### config.mk
export PLATFORM = sky130hd
export DESIGN_NAME = irq_controller
export DESIGN_NICKNAME = d
export VERILOG_FILES = /design/src/pkg/irq_ctrl_pkg.sv /design/src/pkg/irq_pick_if.sv /design/src/core/irq_priority_pick.sv /design/src/core/irq_hw_sense.sv /design/src/core/irq_controller.sv
export VERILOG_INCLUDE_DIRS = /design/src /design/src/pkg
export SDC_FILE = /design/constraint.sdc
export NUM_CORES = 1
export LEC_CHECK = 0
export BUFFER_PORTS_ARGS = -buffer_cell sky130_fd_sc_hd__buf_2
export CORE_MARGIN = 8
export CORE_UTILIZATION = 60
export DETAILED_ROUTE_END_ITERATION = 16
export GPL_ROUTABILITY_DRIVEN = 0
export PLACE_DENSITY = 0.79
export SKIP_CTS_REPAIR_TIMING = 1
export SYNTH_ARGS = -nofsm -noshare
export SYNTH_HDL_FRONTEND = slang
export SYNTH_SLANG_ARGS = --single-unit
### constraint.sdc
create_clock -name core_clk -period 10.9 [get_ports core_clk]
set_input_delay 2.18 -clock core_clk [delete_from_list [all_inputs] [get_ports core_clk]]
set_output_delay 2.18 -clock core_clk [all_outputs]
set_load 0.005 [all_outputs]
### src/pkg/irq_ctrl_params.svh
`ifndef IRQ_CTRL_PARAMS_SVH
`define IRQ_CTRL_PARAMS_SVH

// ----------------------------------------
// register byte addresses
// ----------------------------------------
`define OFF_VECTOR 8'h00
`define OFF_SW_BASE 8'h04
`define OFF_PENDING 8'h08
`define OFF_IN_SERVICE 8'h0C
`define OFF_MASK 8'h10
`define OFF_CASCADE 8'h14
`define OFF_MODE 8'h18
`define OFF_ACK 8'h1C
`define OFF_RETURN 8'h20
`define OFF_TRIGGER 8'h24

// ----------------------------------------
// mode control fields
// ----------------------------------------
`define MODE_FREEZE_BIT 0
`define MODE_ROTATE_DIS_BIT 1
`define MODE_ENABLE_BIT 2

// ----------------------------------------
// reset values
// ----------------------------------------
`define RST_MASK 16'hFFFF
`define RST_SW_BASE 8'h00
`define RST_MODE 8'h00
`define RST_VECTOR 8'h00

// ----------------------------------------
// widths and counts
// ----------------------------------------
`define NUM_POS 16
`define POS_W 4
`define CNT_W 4

`endif

### src/pkg/irq_ctrl_pkg.sv
package irq_ctrl_pkg;
  // bus slave phases
  typedef enum logic [1:0] {
    bus_idle,
    bus_answer
  } bus_state_e;

  // result of the priority search
  typedef struct packed {
    logic found;
    logic [3:0] pos;
  } pick_s;
endpackage

### src/pkg/irq_pick_if.sv
`timescale 1ns/100ps
// request set and search result between the top and the priority picker
interface irq_pick_if;
  logic [15:0] request;
  logic [15:0] blocking;
  logic [3:0] first_pos;
  irq_ctrl_pkg::pick_s winner;
  modport top(output request, output blocking, output first_pos, input winner);
  modport picker(input request, input blocking, input first_pos, output winner);
endinterface

### src/core/irq_priority_pick.sv
`timescale 1ns/100ps
`include "irq_ctrl_params.svh"
// ----------------------------------------
// rotating priority search
// ----------------------------------------
module irq_priority_pick (
  // search port
  irq_pick_if.picker pick
);
  // first position in rank order holding a request, at or before the first blocker
  always_comb begin
    logic stop;
    logic [3:0] idx;
    stop = 1'b0;
    idx = 4'h0;
    pick.winner = '0;
    for (int i = 0; i < `NUM_POS; i++) begin
      idx = 4'(pick.first_pos + 4'(i));
      if (!stop) begin
        if (pick.request[idx]) begin
          pick.winner.found = 1'b1;
          pick.winner.pos = idx;
          stop = 1'b1;
        end else if (pick.blocking[idx]) begin
          stop = 1'b1;
        end
      end
    end
  end
endmodule

### src/core/irq_hw_sense.sv
`timescale 1ns/100ps
`include "irq_ctrl_params.svh"
// ----------------------------------------
// hardware request sensing
// ----------------------------------------
module irq_hw_sense #(
  parameter int N = 16
) (
  // clock and reset
  input wire logic core_clk,
  input wire logic rst,
  // sources
  input wire logic [N-1:0] ext_request,
  input wire logic [N-1:0] counter_request,
  input wire logic [N-1:0] counter_select,
  input wire logic [N-1:0] edge_mode,
  // sensed requests, forced to zero while freezing
  input wire logic freeze_pending,
  input wire logic [N-1:0] taken,
  output logic [N-1:0] hw_set
);
  typedef struct packed {
    logic [N-1:0] prev;
    logic [N-1:0] latched;
  } sense_s;
  sense_s cur;
  sense_s next_cur;
  logic [N-1:0] src;

  // counter or pin per position, edges latched until delivered
  always_comb begin
    src = (counter_select & counter_request) | (~counter_select & ext_request);
    next_cur = cur;
    next_cur.prev = src;
    next_cur.latched = (cur.latched & ~taken) | (edge_mode & src & ~cur.prev);
    hw_set = freeze_pending ? '0 : ((edge_mode & cur.latched) | (~edge_mode & src));
  end

  always_ff @(posedge core_clk or posedge rst) begin
    if (rst) begin
      cur <= '0;
    end else begin
      cur <= next_cur;
    end
  end
endmodule

### src/core/irq_controller.sv
`timescale 1ns/100ps
`include "irq_ctrl_params.svh"
// Notes on behaviour
// - reset pin high clears control state; controller idle until software enables it
// - unmasked active request raises interrupt output and prepares a vector
// - interrupt output is active low
// - low four vector bits carry the acknowledged position number
// - return cycle ends service and pending requests re-arbitrate
// - cascaded position answers acknowledge with a negative cascade index
// - up to sixteen slaves may feed request inputs, 256 sources
// - each position keeps a hidden 4-bit in-service counter
// - slave supplies the final unsigned vector on cascaded acknowledge
// - master return cycle for cascaded position gives the same negative index
// - host ignores slave byte during cascaded return cycle
// - pending register writes set or clear software interrupts bit by bit
// - mask bit blocks a position from raising the output
// - freeze bit stops hardware requests setting pending bits
// - internal requests from counter outputs, external from request pins
// - output only for unmasked request at or above every in-service priority, fixed mode cascaded ones aside
// - acknowledge clears winner pending bit and sets its in-service bit
// - fixed mode cascaded acknowledge increments in-service counter
// - in-service bit stays until return and counter reaches zero
// - set in-service bit holds output off unless same or higher request appears, or the bit is fixed mode cascaded
// - fixed mode cascaded in-service bit does not block same priority
// - rotate-disable set selects fixed mode; reset enters auto-rotate
// - default rank puts position zero highest, fifteen lowest
module irq_controller #(
  parameter int N = `NUM_POS
) (
  // clock and reset
  input wire logic core_clk,
  input wire logic rst,
  // avalon-mm slave
  input wire logic [7:0] avs_address,
  input wire logic avs_read,
  input wire logic avs_write,
  input wire logic [31:0] avs_writedata,
  input wire logic [3:0] avs_byteenable,
  output logic [31:0] avs_readdata,
  output logic avs_waitrequest,
  // hardware request sources
  input wire logic [N-1:0] ext_request,
  input wire logic [N-1:0] counter_request,
  // interrupt to host
  output logic irq_n
);
  typedef struct packed {
    irq_ctrl_pkg::bus_state_e bus;
    logic [31:0] rdata;
    logic [N-1:0] pending_bits;
    logic [N-1:0] in_service_bits;
    logic [N-1:0] position_mask_bits;
    logic [N-1:0] cascaded_position_list;
    logic [N-1:0] counter_select;
    logic [N-1:0] edge_mode;
    logic [7:0] software_vector_base;
    logic [7:0] mode_control_reg;
    logic [3:0] first_pos;
    logic [3:0] last_ack;
    logic [N-1:0][`CNT_W-1:0] svc_count;
    logic irq;
  } ctrl_s;

  ctrl_s cur;
  ctrl_s next_cur;
  irq_pick_if pick_bus ();
  logic [N-1:0] hw_set;
  logic [N-1:0] ack_taken;
  logic fixed_mode;
  logic hit;
  logic [7:0] ack_vec;
  logic [3:0] ret_pos;

  // ----------------------------------------
  // helpers
  // ----------------------------------------
  // byte-lane merge of a 16-bit field
  function automatic logic [15:0] merge16(input logic [15:0] old, input logic [31:0] wd,
                                          input logic [3:0] be);
    logic [15:0] res;
    res = old;
    if (be[0]) res[7:0] = wd[7:0];
    if (be[1]) res[15:8] = wd[15:8];
    return res;
  endfunction

  // vector byte for a position
  function automatic logic [7:0] vector_of(input logic [3:0] pos, input logic casc,
                                           input logic [7:0] base);
    if (casc) begin
      return 8'(~{4'h0, pos}); // negative index -1-pos
    end
    return {base[7:4], pos};
  endfunction

  // ----------------------------------------
  // sub blocks
  // ----------------------------------------
  irq_hw_sense #(.N(N)) u_sense (
    .core_clk(core_clk),
    .rst(rst),
    .ext_request(ext_request),
    .counter_request(counter_request),
    .counter_select(cur.counter_select),
    .edge_mode(cur.edge_mode),
    .freeze_pending(cur.mode_control_reg[`MODE_FREEZE_BIT]),
    .taken(ack_taken),
    .hw_set(hw_set)
  );

  irq_priority_pick u_pick (
    .pick(pick_bus.picker)
  );

  // ----------------------------------------
  // arbitration inputs
  // ----------------------------------------
  always_comb begin
    fixed_mode = cur.mode_control_reg[`MODE_ROTATE_DIS_BIT];
    pick_bus.request = cur.pending_bits & ~cur.position_mask_bits;
    pick_bus.blocking = cur.in_service_bits;
    if (fixed_mode) begin
      pick_bus.blocking = cur.in_service_bits & ~cur.cascaded_position_list;
    end
    pick_bus.first_pos = cur.first_pos;
    hit = pick_bus.winner.found && cur.mode_control_reg[`MODE_ENABLE_BIT];
    ack_vec = vector_of(pick_bus.winner.pos, cur.cascaded_position_list[pick_bus.winner.pos],
                        cur.software_vector_base);
    ret_pos = cur.last_ack;
    // return clears highest ranked in-service position
    for (int i = N - 1; i >= 0; i--) begin
      if (cur.in_service_bits[4'(cur.first_pos + 4'(i))]) begin
        ret_pos = 4'(cur.first_pos + 4'(i));
      end
    end
  end

  // ----------------------------------------
  // next state
  // ----------------------------------------
  always_comb begin
    logic [15:0] sw_val;
    logic acc;
    logic is_ack;
    logic is_ret;
    sw_val = '0;
    acc = (avs_read || avs_write) && cur.bus == irq_ctrl_pkg::bus_idle;
    is_ack = acc && avs_read && avs_address == `OFF_ACK;
    is_ret = acc && avs_read && avs_address == `OFF_RETURN;
    next_cur = cur;
    ack_taken = '0;
    next_cur.irq = hit;
    next_cur.bus = acc ? irq_ctrl_pkg::bus_answer : irq_ctrl_pkg::bus_idle;
    next_cur.rdata = '0;
    next_cur.pending_bits = cur.pending_bits | hw_set;
    // register reads
    if (acc && avs_read) begin
      if (avs_address == `OFF_VECTOR) begin
        next_cur.rdata = {24'h0, ack_vec};
      end else if (avs_address == `OFF_SW_BASE) begin
        next_cur.rdata = {24'h0, cur.software_vector_base};
      end else if (avs_address == `OFF_PENDING) begin
        next_cur.rdata = {16'h0, cur.pending_bits};
      end else if (avs_address == `OFF_IN_SERVICE) begin
        next_cur.rdata = {16'h0, cur.in_service_bits};
      end else if (avs_address == `OFF_MASK) begin
        next_cur.rdata = {16'h0, cur.position_mask_bits};
      end else if (avs_address == `OFF_CASCADE) begin
        next_cur.rdata = {16'h0, cur.cascaded_position_list};
      end else if (avs_address == `OFF_MODE) begin
        next_cur.rdata = {20'h0, cur.first_pos, 5'h0, cur.mode_control_reg[2:0]};
      end else if (avs_address == `OFF_TRIGGER) begin
        next_cur.rdata = {cur.edge_mode, cur.counter_select};
      end
    end
    // acknowledge cycle
    if (is_ack) begin
      if (hit) begin
        next_cur.rdata = {24'h0, ack_vec};
        ack_taken[pick_bus.winner.pos] = 1'b1;
        next_cur.pending_bits[pick_bus.winner.pos] = 1'b0;
        next_cur.in_service_bits[pick_bus.winner.pos] = 1'b1;
        next_cur.last_ack = pick_bus.winner.pos;
        if (fixed_mode && cur.cascaded_position_list[pick_bus.winner.pos]) begin
          next_cur.svc_count[pick_bus.winner.pos] =
            4'(cur.svc_count[pick_bus.winner.pos] + 4'h1);
        end
        next_cur.irq = 1'b0;
      end else begin
        next_cur.rdata = {24'h0, cur.software_vector_base};
      end
    end
    // return cycle
    if (is_ret && cur.in_service_bits != '0) begin
      next_cur.rdata = {24'h0, vector_of(ret_pos, cur.cascaded_position_list[ret_pos],
                                         cur.software_vector_base)};
      if (cur.svc_count[ret_pos] > 4'h1) begin
        next_cur.svc_count[ret_pos] = 4'(cur.svc_count[ret_pos] - 4'h1);
      end else begin
        next_cur.svc_count[ret_pos] = 4'h0;
        next_cur.in_service_bits[ret_pos] = 1'b0;
        if (!fixed_mode) begin
          next_cur.first_pos = 4'(ret_pos + 4'h1); // rotate
        end
      end
    end
    // register writes land at the edge where waitrequest is seen low
    if (avs_write && cur.bus == irq_ctrl_pkg::bus_answer) begin
      if (avs_address == `OFF_SW_BASE && avs_byteenable[0]) begin
        next_cur.software_vector_base = avs_writedata[7:0];
      end else if (avs_address == `OFF_PENDING) begin
        sw_val = merge16(cur.pending_bits, avs_writedata, avs_byteenable);
        next_cur.pending_bits = sw_val | hw_set; // set wins
      end else if (avs_address == `OFF_IN_SERVICE) begin
        next_cur.in_service_bits = merge16(cur.in_service_bits, avs_writedata, avs_byteenable);
      end else if (avs_address == `OFF_MASK) begin
        next_cur.position_mask_bits =
          merge16(cur.position_mask_bits, avs_writedata, avs_byteenable);
      end else if (avs_address == `OFF_CASCADE) begin
        next_cur.cascaded_position_list =
          merge16(cur.cascaded_position_list, avs_writedata, avs_byteenable);
      end else if (avs_address == `OFF_MODE) begin
        if (avs_byteenable[0]) begin
          next_cur.mode_control_reg = {5'h0, avs_writedata[2:0]};
        end
        if (avs_byteenable[1]) begin
          next_cur.first_pos = avs_writedata[11:8];
        end
      end else if (avs_address == `OFF_TRIGGER) begin
        if (avs_byteenable[1:0] == 2'b11) begin
          next_cur.counter_select = avs_writedata[15:0];
        end
        if (avs_byteenable[3:2] == 2'b11) begin
          next_cur.edge_mode = avs_writedata[31:16];
        end
      end
    end
  end

  // ----------------------------------------
  // state register
  // ----------------------------------------
  always_ff @(posedge core_clk or posedge rst) begin
    if (rst) begin
      cur <= '0;
      cur.position_mask_bits <= `RST_MASK;
      cur.software_vector_base <= `RST_SW_BASE;
      cur.mode_control_reg <= `RST_MODE; // auto-rotate
    end else begin
      cur <= next_cur;
    end
  end

  // ----------------------------------------
  // outputs
  // ----------------------------------------
  assign avs_readdata = cur.rdata;
  assign avs_waitrequest = cur.bus == irq_ctrl_pkg::bus_idle; // answer one cycle after
  assign irq_n = ~cur.irq;
endmodule

# After elaboration in Yosys (flattened, before gate mapping)
# Cells that the tools add are included.
# totals
ff_bits	245
wordCells	422
latch_bits	0
memories	0
in_bits	80
output_inout_bits	34
ramBits	0
romBits	0
# op_classes
multipliers	0
n_bitwise	36
order_cmp	21
n_reduce_logical	24
add_sub_neg	18
muxes	275
n_div	0
n_shift	0
n_eq_ne	14
# op_table
cell	n
$mux 32	14
$mux 64	5
$bmux 1 s4	49
$mux 16	12
$and 16x16->16	11
$mux 8	20
$mux 5	31
$mux 65	2
$bwmux 64	2
$not 16->16	8
$mux 116	1
$mux 1	99
$mux 4	24
$mux 96	1
$or 16x16->16	6
$lt 4x5->1 const B	18
$mux 80	1
$and 64x64->64	1
$not 64->64	1
$mux 48	1
$mux 7	6
$add 4x4->4 const B	8
$bmux 4 s4	2
$demux 4 s4	2
27 further kinds	63

# Longest topological paths before layout
# logic_depth
word_depth	51
ltp_mapped	33

# Cells and area by module
# Synthesis repeated with hierarchy kept, for this count alone.
# hier_totals
cells_unflattened	2035
hier_area_um2	19567.5
# by_module_without_submodules
module	cells_each	n_inst	area_per_inst_um2
irq_controller	1537	1	14622.8
irq_priority_pick	351	1	3298.2
irq_hw_sense	147	1	1646.6

# Worst setup path after synthesis
# Ideal clock, no wire load.
# synth_timing
kind	reg2reg
start	reg cur (netlist bit pick_bus.first_pos[1])
end	reg cur[35] (netlist bit)
setup_ps	82
path_buffers	10
path_stages_with_launch	29
arrival_ps	6732
required_ps	10818
setup_slack_ps	4086
path_cell_list	dfrtp_1 > clkbuf_1 > buf_2 > inv_2 > clkbuf_1 > clkbuf_1 > ha_1 > buf_4 > inv_1 > clkbuf_1 > clkbuf_1 > mux4_2 > o22a_1 > nor4_4 > nand3_1 > buf_2 > nor3_1 > nor4_2 > a32o_2 > buf_6 > mux4_2 > and2_4 > nor4b_4 > inv_2 > ha_1 > xor2_1 > buf_2 > mux2i_1 > o22ai_1
# synth_rtl
element	line	text
from (decl)	irq_controller.sv:64	ctrl_s cur;
from (signal assigned)	irq_controller.sv:250	cur <= next_cur;

==> metrics list <==
- The flow ran to the end, and the final reports show no timing, DRC or antenna violations.
- Unrepaired setup endpoints after global routing: false
- In this run, CTS created clock tree buffers numbering 26.
- Via count of the first global-routing pass: 17.89k
* Final instance area: 0.02094 sq mm
* Max-cap viol count: 0
- Number of flops mapped to enable cells by yosys: 0
* Count of input and output buffers: 113
- The clock arrives with 0.02119 ns of skew.
- The critical path is of the reg -> reg type.
- Setup WS post-layout: 1.721 ns
- The count of final hold-check violations is 0.
- The clock reaches the later pin of the worst-skew pair after 0.56 ns.
* Met3 routing resource usage after global routing: 0.1262
* Gate count of the mapped netlist: 2016
* Peak per-stage delay on the critical path: 1.11 ns
- The number of max-slew violations in the final report is 0.
- Data required, critical path: 11.37 ns
- After legalization and detailed placement, the total HPWL measured 51530 microns.
* Finish-stage setup viols: 0
* Critical path buffers and inverters: 5
- In this run the static leakage power is 8.650 nW.
* Number of nets in the synthesized netlist: 2110
* Worst Max-Slew Pin Slew: 1.436 ns
- The placed instances occupy a cell area of 0.02003 sq mm.
* Global-route congestion overflow total: 0
- Leaving out fill and tap cells, the most frequent cell in the layout is dfrtp_1.
- Largest net degree at the start of global routing: 115
- Setup slack on the worst reg-to-reg path comes out at 1.72 ns.
* Area delta synth->final: 6.748%
- After routing, the total negative slack on setup checks comes to 0 ns.
* Total DRC errors in the routed layout: 0
* Detailed Route WL: 72250 microns
- From bottom edge to top edge, the die measures 196.8 microns.
- Dividing the synthesized area by the synthesized cell count gives 9.730 sq um.
* Number of nets at the end of the flow: 2109
- In the global route stage, overall resource usage came out at 0.3636.
- The number of antenna violations at the first check in global routing was 0.
* Vias after detailed routing: 18.58k
- STA classifies the critical path endpoint as a register.
- Ratio of final minimum period to clock period: 0.8421
- In the global route stage, met2 resource usage came out at 0.5287.
- For this design, the slowest cell found on the critical path is xor2_1.
- Root buffer cell: clkbuf_16
* Power after layout: 2.738 mW
- Shortest clock period the worst path allows after layout: 9.179 ns
- Clock-pin slew was measured on the worst setup and hold paths at 0.07 ns.
- CTS built an H-tree with a depth of 1.
* Dominant synthesized flop cell: dfrtp_1
- The floorplan has 66 rows.
* Relative slew slack: 0.03937
* Initial Utilization: 0.6060
* Fillers: 2593
- Detailed Routing Iterations Pass 1: 8
- TritonCTS built the clock tree.
- Of the cells placed in the final design, the portion with a size suffix greater than 1 is 0.2541.
* Die Span X: 196.8 microns
- Combined area of all synthesized cells: 0.01962 sq mm
- Peak Freq: 108.9 MHz
* Number of flip-flops and latches in the synthesized netlist: 245
- Yosys printed 0 warnings.
* Hold Worst Slack: 0.4991 ns
- In this run the standard cell core region covers 0.03237 sq mm.
- The detail route stage leaves a number of antenna-violating nets equal to 0.
- For this run, the register share of the synthesized area comes to 0.3136.
- The top cell types in the final layout, fill and taps aside, are 227 x dfrtp_1, 183 x nand2_1, 170 x mux2i_1, 137 x mux2_2, 130 x nor2_1.
* Crit path launch type: register
* Share of flip-flops with an asynchronous set or reset: 1.000
* Num Clock Sinks: 245
- Most Used Layer, Global Route: met2
* Power density cells: 130.8 mW/mm^2
* Largest driver fanout on the critical path: 42
* Count of different cell masters after synthesis: 112
- Post-placement worst setup slack: 2.030 ns
- The min-delay analysis places its worst path in the category reg -> reg.
- Average vias per placed instance: 7.496
- For met1 alone, demand over resource in global routing was 0.4636.
* Number of top-level pins: 114
- Traced cell by cell, the critical path runs through buf_4, inv_1, buf_4, ha_1, inv_2, o32ai_1, o22ai_1, nor4b_4, nand4_2, or3_4, nand2_1, o21a_1, mux4_1, and3_1, nor4b_4, inv_2, ha_1, xor2_1, mux2i_1, o22ai_1.
- CP top delay family: simple AND/OR/NAND/NOR gates
- Clock tree buffer depth: 3
- First-pass GRT wire length: 109200 microns
- Die Outline Area: 0.03874 sq mm
- The detailed router finished its first iteration with 2931 violations.
- At the worst endpoint, the arrival time is 9.65 ns.
* Max VDD drop: 0.0001612 V
* Wire per inst: 29.16 microns
-- path summary, 6_finish.rpt --
path                                  startpoint              end  depth (start not counted)
max                        pick_bus.first_pos[2]          cur[47]                         20
min reg2reg                      u_sense.cur[11]  u_sense.cur[11]                          1
min in group asynchronous                    rst          cur[90]                          2
max reg2reg                pick_bus.first_pos[2]          cur[47]                         20
min                              u_sense.cur[11]  u_sense.cur[11]                          1
max in group asynchronous                    rst           cur[2]                          3
-- sequential cells by signal, summed over array words and instances (netlist names) --
register	flops
avs_readdata	32
cur	177
pick_bus.first_pos	4
u_sense.cur	32
-- cell families after synthesis --
logic type / share of synthesized area
AOI/OAI and AO/OA: 0.2044
xor gates and xnor gates: 0.01231
adders and majority gates: 0.008930
buffers and inverters: 0.05989
DFF: 0.3136
muxes: 0.2417
and+or+nand+nor: 0.1591
-- where the power goes --
group | total (mW) | internal [mW] | switching, mW
Sequential | 0.950 | 0.924 | 0.0263
Combinational | 0.846 | 0.258 | 0.588
Clock | 0.942 | 0.549 | 0.394
-- metrics by stage --
| step | instances | util |
|---|---|---|
| finish | 2478 | 0.6469 |
| global route | 2477 | 0.6468 |
| CTS | 2477 | 0.6468 |
| detailed placement | 2429 | 0.6187 |
| global placement | 2429 | 0.6187 |
| floorplan | 2016 | - |
-- synthesized netlist by cell type, types with 41 or more instances --
cell type / instances / share of area
a21oi_1: 105 / 0.027
and2_1: 55 / 0.018
buf_4: 41 / 0.016
clkbuf_1: 70 / 0.013
dfrtp_1: 229 / 0.29
inv_1: 43 / 0.0082
mux2_2: 137 / 0.079
mux2i_1: 170 / 0.087
mux4_2: 61 / 0.070
nand2_1: 183 / 0.035
nor2_1: 130 / 0.025
o21ai_0: 42 / 0.011
o22ai_1: 103 / 0.033
-- metal layers --
layer	routed length, microns	part of all wire
met5	0	0
met4	5224	0.072
met3	11370	0.16
met2	30120	0.42
met1	25540	0.35
-- layout make-up --
type	instances	area (sq um)	area share
clock inverters	13	176.4	0.008425
clock buffers	35	734.5	0.03507
well taps	442	553.0	0.02641
diodes	1	2.502	0.0001195
multi-input cells	1547	12310	0.5880
flip-flops and latches	245	6156	0.2940
inverters	49	191.4	0.009142
repair buffers	146	813.3	0.03884
Power figures use the tool's default switching activity.
